[config.mk]
export PLATFORM = sky130hd
export DESIGN_NAME = tx_channel_source_select
export DESIGN_NICKNAME = d
export VERILOG_FILES = /design/src/core/tx_source_pkg.sv /design/src/core/tx_channel_source_select.sv /design/src/core/tx_fifo.sv /design/src/core/tx_slot_mux.sv
export SDC_FILE = /design/constraint.sdc
export NUM_CORES = 2
export LEC_CHECK = 0
export BUFFER_PORTS_ARGS = -buffer_cell sky130_fd_sc_hd__buf_2
export CAP_MARGIN = 0
export CORE_UTILIZATION = 28
export DETAILED_ROUTE_END_ITERATION = 8
export SETUP_SLACK_MARGIN = 0.3
export SYNTH_ARGS = -nofsm -noshare
export SYNTH_HDL_FRONTEND = slang
export SYNTH_SLANG_ARGS = --single-unit
[constraint.sdc]
create_clock -name i_clock -period 50.2 [get_ports i_clock]
set_input_delay 10.04 -clock i_clock [delete_from_list [all_inputs] [get_ports i_clock]]
set_output_delay 10.04 -clock i_clock [all_outputs]
set_load 0.05 [all_outputs]
[src/core/tx_source_pkg.sv]
// holds the constants, field positions and source codes of the transmit source selector
// assumes one framer, 32 time slots, a byte-wide host port and a same-clock slot strobe
package tx_source_pkg;
    // ***************************************
    // host map
    // ***************************************
    localparam logic [8:0] CTRL_BASE = 9'h100;
    localparam logic [8:0] SIG_BASE = 9'h120;
    localparam logic [8:0] SLIP_LO_BASE = 9'h140;
    localparam logic [8:0] SLIP_HI_BASE = 9'h160;
    localparam logic [7:0] CTRL_RESET = 8'h00;
    localparam logic [3:0] SIG_RESET = 4'h0;
    localparam logic [7:0] SLIP_RESET = 8'h00;
    localparam int SLOT_COUNT = 32;
    localparam int FIFO_DEPTH = 16;
    // ***************************************
    // control byte fields
    // ***************************************
    localparam int BIT7_ZERO_SUB_EN = 7;
    localparam int EMBEDDED_FBIT_VALUE = 7;
    localparam int REMOTE_CHANNEL_LOOP = 6;
    localparam int TX_IDLE_SELECT = 5;
    localparam int TX_LOCAL_SIG_SELECT = 4;
    localparam int TX_SIGBUF_SELECT = 3;
    localparam int RX_SIGBUF_SELECT = 2;
    localparam int LOCAL_SIG_MSB = 3;
    // ***************************************
    // signaling and payload layout
    // ***************************************
    localparam int SIG_A = 3;
    localparam int SIG_B = 2;
    localparam int SIG_C = 1;
    localparam int SIG_D = 0;
    localparam int SLOT_BIT7_POS = 1;
    localparam logic [4:0] E1_ALIGN_SLOT = 5'h00;
    localparam logic [4:0] E1_XYXX_SLOT = 5'h10;
    localparam int FIFO_WIDTH = 18;

    typedef enum logic [1:0]
    {
        PAY_SYSBUS = 2'b00,
        PAY_IDLE = 2'b01,
        PAY_RX = 2'b10
    } payload_src_type;

    typedef enum logic [1:0]
    {
        SIG_NONE = 2'b00,
        SIG_RXBUF = 2'b01,
        SIG_TXBUF = 2'b10,
        SIG_LOCAL = 2'b11
    } sig_src_type;
endpackage

[src/core/tx_channel_source_select.sv]
// holds the transmit source selector: per-slot control, signaling buffer, slip halves, output queue
// assumes slot strobes and receive-path data come from logic on i_clock, so no synchronisers
`timescale 1ns/100ps
module tx_channel_source_select
(
    input wire logic i_clock,
    input wire logic i_rst,
    // host port
    input wire logic [8:0] i_host_addr,
    input wire logic [7:0] i_host_wdata,
    input wire logic i_host_wr,
    input wire logic i_host_rd,
    output logic [7:0] o_host_rdata,
    output logic o_host_rd_valid,
    // mode
    input wire logic i_t1_mode,
    // system bus slot input
    input wire logic i_slot_valid,
    output logic o_slot_ready,
    input wire logic [4:0] i_slot_index,
    input wire logic i_slot_assigned,
    input wire logic [7:0] i_fbit_mask,
    input wire logic [7:0] i_sysbus_tx_pcm_in,
    input wire logic [3:0] i_sysbus_tx_sig_in,
    // receive path
    input wire logic [7:0] i_receive_path_payload,
    input wire logic [3:0] i_rx_signaling_entry,
    // transmit output
    output logic o_out_valid,
    input wire logic i_out_ready,
    output logic [4:0] o_out_slot,
    output logic [7:0] o_out_payload,
    output logic [3:0] o_out_sig,
    output logic o_out_sig_insert,
    // E1 multiframe words
    output logic [3:0] o_multiframe_align_word,
    output logic [3:0] o_xyxx_word
);
    // ***************************************
    // state
    // ***************************************
    typedef struct packed
    {
        logic [tx_source_pkg::SLOT_COUNT-1:0][7:0] ctrl;
        logic [tx_source_pkg::SLOT_COUNT-1:0][3:0] tx_sig;
        logic [tx_source_pkg::SLOT_COUNT-1:0][7:0] slip_lo;
        logic [tx_source_pkg::SLOT_COUNT-1:0][7:0] slip_hi;
        logic [7:0] rdata;
        logic rd_valid;
        logic [3:0] align_word;
        logic [3:0] xyxx_word;
    } main_state_type;

    typedef enum logic [2:0]
    {
        REG_NONE = 3'b000,
        REG_CTRL = 3'b001,
        REG_SIG = 3'b010,
        REG_SLIP_LO = 3'b011,
        REG_SLIP_HI = 3'b100
    } region_type;

    main_state_type state_reg;
    main_state_type state_next;
    logic accept;
    logic [7:0] slot_ctrl;
    logic [7:0] mux_payload;
    logic [3:0] mux_sig;
    logic mux_sig_insert;
    logic [tx_source_pkg::FIFO_WIDTH-1:0] fifo_in;
    logic [tx_source_pkg::FIFO_WIDTH-1:0] fifo_out;
    region_type wr_region;
    region_type rd_region;

    // address decode shared by reads and writes
    function automatic region_type decode(input logic [8:0] addr);
        region_type r;
        r = REG_NONE;
        if (addr[8:5] == tx_source_pkg::CTRL_BASE[8:5])
        begin
            r = REG_CTRL;
        end
        else if (addr[8:5] == tx_source_pkg::SIG_BASE[8:5])
        begin
            r = REG_SIG;
        end
        else if (addr[8:5] == tx_source_pkg::SLIP_LO_BASE[8:5])
        begin
            r = REG_SLIP_LO;
        end
        else if (addr[8:5] == tx_source_pkg::SLIP_HI_BASE[8:5])
        begin
            r = REG_SLIP_HI;
        end
        return r;
    endfunction

    assign wr_region = decode(i_host_addr);
    assign rd_region = wr_region;
    assign accept = i_slot_valid && o_slot_ready;
    // the array still holds the old byte in a write cycle, so a slot sees one whole control value
    assign slot_ctrl = state_reg.ctrl[i_slot_index];

    // ***************************************
    // source selection
    // ***************************************
    tx_slot_mux u_mux
    (
        .i_ctrl(slot_ctrl),
        .i_sysbus_byte(i_sysbus_tx_pcm_in),
        .i_idle_byte(state_reg.slip_lo[i_slot_index]),
        .i_rx_byte(i_receive_path_payload),
        .i_tx_sig_entry(state_reg.tx_sig[i_slot_index]),
        .i_rx_sig_entry(i_rx_signaling_entry),
        .i_assigned(i_slot_assigned),
        .i_t1_mode(i_t1_mode),
        .i_fbit_mask(i_fbit_mask),
        .o_payload(mux_payload),
        .o_sig(mux_sig),
        .o_sig_insert(mux_sig_insert)
    );

    assign fifo_in = {i_slot_index, mux_payload, mux_sig, mux_sig_insert};

    // ***************************************
    // output queue
    // ***************************************
    // a stalled consumer fills the queue and then holds off the slot source
    tx_fifo
    #(
        .WIDTH(tx_source_pkg::FIFO_WIDTH),
        .DEPTH(tx_source_pkg::FIFO_DEPTH)
    )
    u_fifo
    (
        .i_clock(i_clock),
        .i_rst(i_rst),
        .i_in_valid(i_slot_valid),
        .o_in_ready(o_slot_ready),
        .i_in_data(fifo_in),
        .o_out_valid(o_out_valid),
        .i_out_ready(i_out_ready),
        .o_out_data(fifo_out)
    );

    assign o_out_slot = fifo_out[17:13];
    assign o_out_payload = fifo_out[12:5];
    assign o_out_sig = fifo_out[4:1];
    assign o_out_sig_insert = fifo_out[0];
    assign o_host_rdata = state_reg.rdata;
    assign o_host_rd_valid = state_reg.rd_valid;
    assign o_multiframe_align_word = state_reg.align_word;
    assign o_xyxx_word = state_reg.xyxx_word;

    // ***************************************
    // next state
    // ***************************************
    always_comb
    begin
        state_next = state_reg;
        state_next.rd_valid = 1'b0;
        // host writes first, so slot-side stores below win on a clash
        if (i_host_wr)
        begin
            unique case (wr_region)
                REG_CTRL: state_next.ctrl[i_host_addr[4:0]] = i_host_wdata;
                REG_SIG: state_next.tx_sig[i_host_addr[4:0]] = i_host_wdata[3:0];
                REG_SLIP_LO: state_next.slip_lo[i_host_addr[4:0]] = i_host_wdata;
                REG_SLIP_HI: state_next.slip_hi[i_host_addr[4:0]] = i_host_wdata;
                REG_NONE: state_next.rdata = state_reg.rdata;
            endcase
        end
        if (i_host_rd)
        begin
            state_next.rd_valid = 1'b1;
            unique case (rd_region)
                REG_CTRL: state_next.rdata = state_reg.ctrl[i_host_addr[4:0]];
                REG_SIG: state_next.rdata = {4'h0, state_reg.tx_sig[i_host_addr[4:0]]};
                REG_SLIP_LO: state_next.rdata = state_reg.slip_lo[i_host_addr[4:0]];
                REG_SLIP_HI: state_next.rdata = state_reg.slip_hi[i_host_addr[4:0]];
                REG_NONE: state_next.rdata = 8'h00;
            endcase
        end
        if (accept)
        begin
            // entries 0 and 16 are stored by the same path in E1; the multiframe words come from the control bytes
            state_next.tx_sig[i_slot_index] = i_sysbus_tx_sig_in;
            // bytes are kept as received, first bit in bit 7
            state_next.slip_hi[i_slot_index] = i_sysbus_tx_pcm_in;
            if (!slot_ctrl[tx_source_pkg::TX_IDLE_SELECT])
            begin
                state_next.slip_lo[i_slot_index] = i_sysbus_tx_pcm_in;
            end
        end
        // local bits of slots 0 and 16 feed the E1 multiframe words; host keeps C, D equal to A, B for AB-only use
        if (!i_t1_mode)
        begin
            state_next.align_word = state_reg.ctrl[tx_source_pkg::E1_ALIGN_SLOT][3:0];
            state_next.xyxx_word = state_reg.ctrl[tx_source_pkg::E1_XYXX_SLOT][3:0];
        end
        else
        begin
            state_next.align_word = 4'h0;
            state_next.xyxx_word = 4'h0;
        end
    end

    always_ff @(posedge i_clock or posedge i_rst)
    begin
        if (i_rst)
        begin
            state_reg.ctrl <= {tx_source_pkg::SLOT_COUNT{tx_source_pkg::CTRL_RESET}};
            state_reg.tx_sig <= {tx_source_pkg::SLOT_COUNT{tx_source_pkg::SIG_RESET}};
            state_reg.slip_lo <= {tx_source_pkg::SLOT_COUNT{tx_source_pkg::SLIP_RESET}};
            state_reg.slip_hi <= {tx_source_pkg::SLOT_COUNT{tx_source_pkg::SLIP_RESET}};
            state_reg.rdata <= 8'h00;
            state_reg.rd_valid <= 1'b0;
            state_reg.align_word <= 4'h0;
            state_reg.xyxx_word <= 4'h0;
        end
        else
        begin
            state_reg <= state_next;
        end
    end
endmodule

[src/core/tx_fifo.sv]
// holds a synchronous first-in first-out buffer with valid and ready on both sides
// assumes a single clock; depth is a power of two
`timescale 1ns/100ps
module tx_fifo
#(
    parameter int WIDTH = 18,
    parameter int DEPTH = 16
)
(
    input wire logic i_clock,
    input wire logic i_rst,
    input wire logic i_in_valid,
    output logic o_in_ready,
    input wire logic [WIDTH-1:0] i_in_data,
    output logic o_out_valid,
    input wire logic i_out_ready,
    output logic [WIDTH-1:0] o_out_data
);
    localparam int AW = $clog2(DEPTH);

    typedef struct packed
    {
        logic [DEPTH-1:0][WIDTH-1:0] mem;
        logic [AW-1:0] wr_ptr;
        logic [AW-1:0] rd_ptr;
        logic [AW:0] count;
    } fifo_state_type;

    fifo_state_type state_reg;
    fifo_state_type state_next;
    logic push;
    logic pop;

    assign o_in_ready = (state_reg.count != (AW+1)'(DEPTH));
    assign o_out_valid = (state_reg.count != '0);
    assign o_out_data = state_reg.mem[state_reg.rd_ptr];
    assign push = i_in_valid && o_in_ready;
    assign pop = o_out_valid && i_out_ready;

    always_comb
    begin
        state_next = state_reg;
        if (push)
        begin
            state_next.mem[state_reg.wr_ptr] = i_in_data;
            state_next.wr_ptr = state_reg.wr_ptr + 1'b1;
        end
        if (pop)
        begin
            state_next.rd_ptr = state_reg.rd_ptr + 1'b1;
        end
        if (push && !pop)
        begin
            state_next.count = state_reg.count + 1'b1;
        end
        else if (pop && !push)
        begin
            state_next.count = state_reg.count - 1'b1;
        end
    end

    always_ff @(posedge i_clock or posedge i_rst)
    begin
        if (i_rst)
        begin
            state_reg <= '0;
        end
        else
        begin
            state_reg <= state_next;
        end
    end
endmodule

[src/core/tx_slot_mux.sv]
// holds the per-slot payload and signaling source choice, purely combinational
// assumes the control byte handed in is the one sampled at slot start
`timescale 1ns/100ps
module tx_slot_mux
(
    input wire logic [7:0] i_ctrl,
    input wire logic [7:0] i_sysbus_byte,
    input wire logic [7:0] i_idle_byte,
    input wire logic [7:0] i_rx_byte,
    input wire logic [3:0] i_tx_sig_entry,
    input wire logic [3:0] i_rx_sig_entry,
    input wire logic i_assigned,
    input wire logic i_t1_mode,
    input wire logic [7:0] i_fbit_mask,
    output logic [7:0] o_payload,
    output logic [3:0] o_sig,
    output logic o_sig_insert
);
    tx_source_pkg::payload_src_type pay_src;
    tx_source_pkg::sig_src_type sig_src;
    logic [7:0] raw;

    always_comb
    begin
        pay_src = tx_source_pkg::PAY_SYSBUS;
        // ***************************************
        // payload source
        // ***************************************
        if (i_ctrl[tx_source_pkg::TX_IDLE_SELECT])
        begin
            pay_src = tx_source_pkg::PAY_IDLE;
        end
        else if (i_ctrl[tx_source_pkg::REMOTE_CHANNEL_LOOP])
        begin
            pay_src = tx_source_pkg::PAY_RX;
        end
        unique case (pay_src)
            tx_source_pkg::PAY_SYSBUS: raw = i_sysbus_byte;
            tx_source_pkg::PAY_IDLE: raw = i_idle_byte;
            tx_source_pkg::PAY_RX: raw = i_rx_byte;
            default: raw = i_sysbus_byte;
        endcase
        o_payload = raw;
        // bit 7 of the slot sits at byte bit 1, since bit 7 of the byte goes out first
        if (i_t1_mode && i_assigned && i_ctrl[tx_source_pkg::BIT7_ZERO_SUB_EN] && (raw == 8'h00))
        begin
            o_payload[tx_source_pkg::SLOT_BIT7_POS] = 1'b1;
        end
        if (i_t1_mode && !i_assigned && i_ctrl[tx_source_pkg::TX_IDLE_SELECT])
        begin
            o_payload = (raw & ~i_fbit_mask) |
                (i_fbit_mask & {8{i_ctrl[tx_source_pkg::EMBEDDED_FBIT_VALUE]}});
        end
        // ***************************************
        // signaling source
        // ***************************************
        if (i_ctrl[tx_source_pkg::TX_LOCAL_SIG_SELECT])
        begin
            sig_src = tx_source_pkg::SIG_LOCAL;
        end
        else if (i_ctrl[tx_source_pkg::TX_SIGBUF_SELECT])
        begin
            sig_src = tx_source_pkg::SIG_TXBUF;
        end
        else if (i_ctrl[tx_source_pkg::RX_SIGBUF_SELECT])
        begin
            sig_src = tx_source_pkg::SIG_RXBUF;
        end
        else
        begin
            sig_src = tx_source_pkg::SIG_NONE;
        end
        unique case (sig_src)
            tx_source_pkg::SIG_LOCAL: o_sig = i_ctrl[tx_source_pkg::LOCAL_SIG_MSB:0];
            tx_source_pkg::SIG_TXBUF: o_sig = i_tx_sig_entry;
            tx_source_pkg::SIG_RXBUF: o_sig = i_rx_sig_entry;
            tx_source_pkg::SIG_NONE: o_sig = 4'h0;
        endcase
        o_sig_insert = (sig_src != tx_source_pkg::SIG_NONE);
    end
endmodule

==> flow_summary.toml <==
[routing]
drt-pass1-iter-count = 6
detail_route.wl_per_cell_um = 26.11
antenna_left = 0
dr.first_iter.drc_count = 6242
vias_per_cell = 5.553
drcViolationCount = 0
routed-via-count = 48604
finalWirelength_mm = 228.5

[critical_path]
endpoint = "u_fifo.state_reg[241]"
setup.worst_path.start = "i_slot_index[1]"
r2r_start = "u_fifo.state_reg[0]"
critical_path_arrival_ns = 15.19
critical_path.startpoint_type = "input port"
critical_path_class = "input port to flip-flop"
crit_path_end_kind = "flip-flop"
ff2ff_path_depth = 7
r2r-end = "state_reg[343]"
crit_required_ns = 50.83
cp_max_fo = 62
reg2reg_slack_ns = 46.09

[sta]
finalSetupTns_ns = 0
finClkSkew_ns = 0.04207
tightest_slew_ns = 1.455
final_min_period_over_clock_period_pct = 29.02
report.final.slew_viol_count = 0
count_of_endpoints_failing_hold_in_the_final_timing_report = 0
relSlewSlack_pct = 2.636
fin_crit_ns = 14.57
achievable-frequency_mhz = 68.64
grt_setup_unrepaired = "no"
final_number_of_setup_violating_endpoints = 0

[placement]
dpl-instance-area_um2 = 69240
routabilityCongestion = 0.9408
detailedPlacementHpwl_mm = 145.6
dp.cells = 8510
numPortBuffers = 98

[final_layout]
design.final.nets = 5586
layout_common_cells = "dfrtp_1, nand2_1, mux2i_1, o21ai_0, mux4_2"
nFillCells = 23432
layout_commonest_cell = "dfrtp_1"
largest_reg_flops = 896
areaGrowthSynthToFinish_pct = 11.57
finalNonFillerCells = 8752
final_util_pct = 31.56
stdcell_area_um2 = 73680
post_route_cells_drive_above_1_share_pct = 23.99
register_area_um2 = 30390
area_of_the_multi_input_gates_um2 = 33230

[global_routing]
antenna_found_initial = 18
pin_count_of_the_biggest_net_entering_global_routing = 179
grt_pass1_vias = 47247
grt_first_pass_wirelength_mm = 335.9
globalRoute.totalOverflow = 0
global_route_total_usage_across_every_layer_pct = 18.98

[floorplan]
fp.dieW_um = 487.7
die_h_um = 487.7
dieArea_um2 = 237800
ioPinCount = 99
std_cell_rows = 177
initial_core_util_pct = 28.29
core_um2 = 233400

[clock_tree]
postCtsSetupBuffers = 0
post_cts_resize_count = 0
clk_latency_ns = 0.79
cts.htree.levels = 4
clk_pin_slew_worst_paths_ns = 0.06
cts_inserted_buffers = 133
tritoncts = "yes"
clk_tree_root_cell = "clkbuf_16"
cts_hold_repair.buffers = 0
clk_buf_depth = 3
cts_num_sinks = 1214

[power]
power.total_mw = 3.234
power.density_cell_area_nw_per_um2 = 43.90
leakage_nw = 34.31
power.ir.vdd_worst_mv = 0.06723

[logic_synthesis]
netlist_area_um2 = 66040
syn_avg_cell_area_um2 = 11.62
synth-edff-count = 0
yosys.area.top_type = "dfrtp_1"
yosys_register_bits = 1214
synthTopCellsByArea = "dfrtp_1, mux4_2, mux2i_1"
ys.flop_type = "dfrtp_1"
yosys.cell_types.count = 72
synthCells = 5685
mappedNetlistNets = 5757
synth.yosys.seq_area_share_pct = 46.00
synth_async_sr_flop_share_pct = 100.0
synthesis.yosys.warnings = 0
synth_largest_type_area_fraction_pct = 46.00

[outcome]
run_status = "completed"

[worst_hold_path]
min_path_type = "flip-flop to flip-flop"
whs_path_depth = 2

[job]
cap_violations = 0
==> worst min path at each step <==
| stage | slack (ns) | endpoint | startpoint |
|---|---|---|---|
| CTS | 0.48 | u_fifo.state_reg[43] | u_fifo.state_reg[43] |
| global route | 0.49 | u_fifo.state_reg[194] | u_fifo.state_reg[194] |
| global placement | 0.46 | u_fifo.state_reg[128] | u_fifo.state_reg[128] |
| detailed placement | 0.47 | u_fifo.state_reg[194] | u_fifo.state_reg[194] |
| finish | 0.48 | u_fifo.state_reg[194] | u_fifo.state_reg[194] |
| floorplan | 0.44 | u_fifo.state_reg[121] | u_fifo.state_reg[121] |
==> per-layer routing <==
metal / vias to the layer above / global-route usage [%] / wire length, um
met5: - / 0.2245 / 190
met4: 20 / 7.081 / 8598
met3: 471 / 5.401 / 24600
met2: 2574 / 27.88 / 100100
met1: 25107 / 26.29 / 94990
li1: 20432 / - / -
==> Yosys cell counts, drive strengths merged (12+ instances only) <==
cell	number
dfrtp	1214
nand3	22
nand4	13
inv	17
mux2i	707
nor2	261
clkbuf	339
nor2b	12
nor3	34
o22ai	57
a31oi	13
mux2	351
a211oi	13
a21oi	165
mux4	476
o21ai	727
buf	205
a22oi	45
nand2	882
==> critical path, stage by stage <==
cell and delay [ns]:
buf_8 0.35, buf_4 0.74, buf_4 0.73, mux2_2 0.43
a221oi_2 0.29, o21ai_2 0.27, or3_1 0.66, mux2i_1 0.29
o21ai_0 0.14, mux2i_2 0.67, o21ai_0 0.23
==> power breakdown <==
group / internal (mW) / leakage (nW) / total, mW / switching [mW]
clock network: 0.584 / 2.18 / 1.01 / 0.430
registers: 1.22 / 15.8 / 1.39 / 0.172
logic: 0.385 / 16.3 / 0.831 / 0.446
==> stage by stage <==
| stage | setup WS [ns] | hold slack, ns |
|---|---|---|
| global route | 35.50 | 0.4862 |
| CTS | 35.88 | 0.4782 |
| floorplan | 5.956 | 0.4446 |
| detailed placement | 35.01 | 0.4654 |
| global placement | 35.12 | 0.4555 |
| finish | 35.63 | 0.4750 |
==> area by class of cell <==
cell class	count	share of cell area, %
inverters	17	0.09680
repair buffers	238	2.221
multi-input cells	3910	45.10
diodes	5	0.01698
well taps	3132	5.319
clock buffers	195	5.314
clock inverters	41	0.6861
flip-flops and latches	1214	41.24
==> cells by family (layout without fill, tap and decap cells) <==
kind of cell / Yosys count / in the layout / share of synthesized area [%]
xor+xnor: 11 / 11 / 0.1459
flops: 1214 / 1214 / 46.00
fa+ha+maj: 10 / 10 / 0.2008
compound gates: 1079 / 1079 / 9.020
other cells: 0 / 5 / 0
simple gates: 1276 / 1276 / 7.859
mux: 1534 / 1534 / 32.96
buf+inv: 561 / 491 / 3.810
Power figures use the tool's default switching activity.
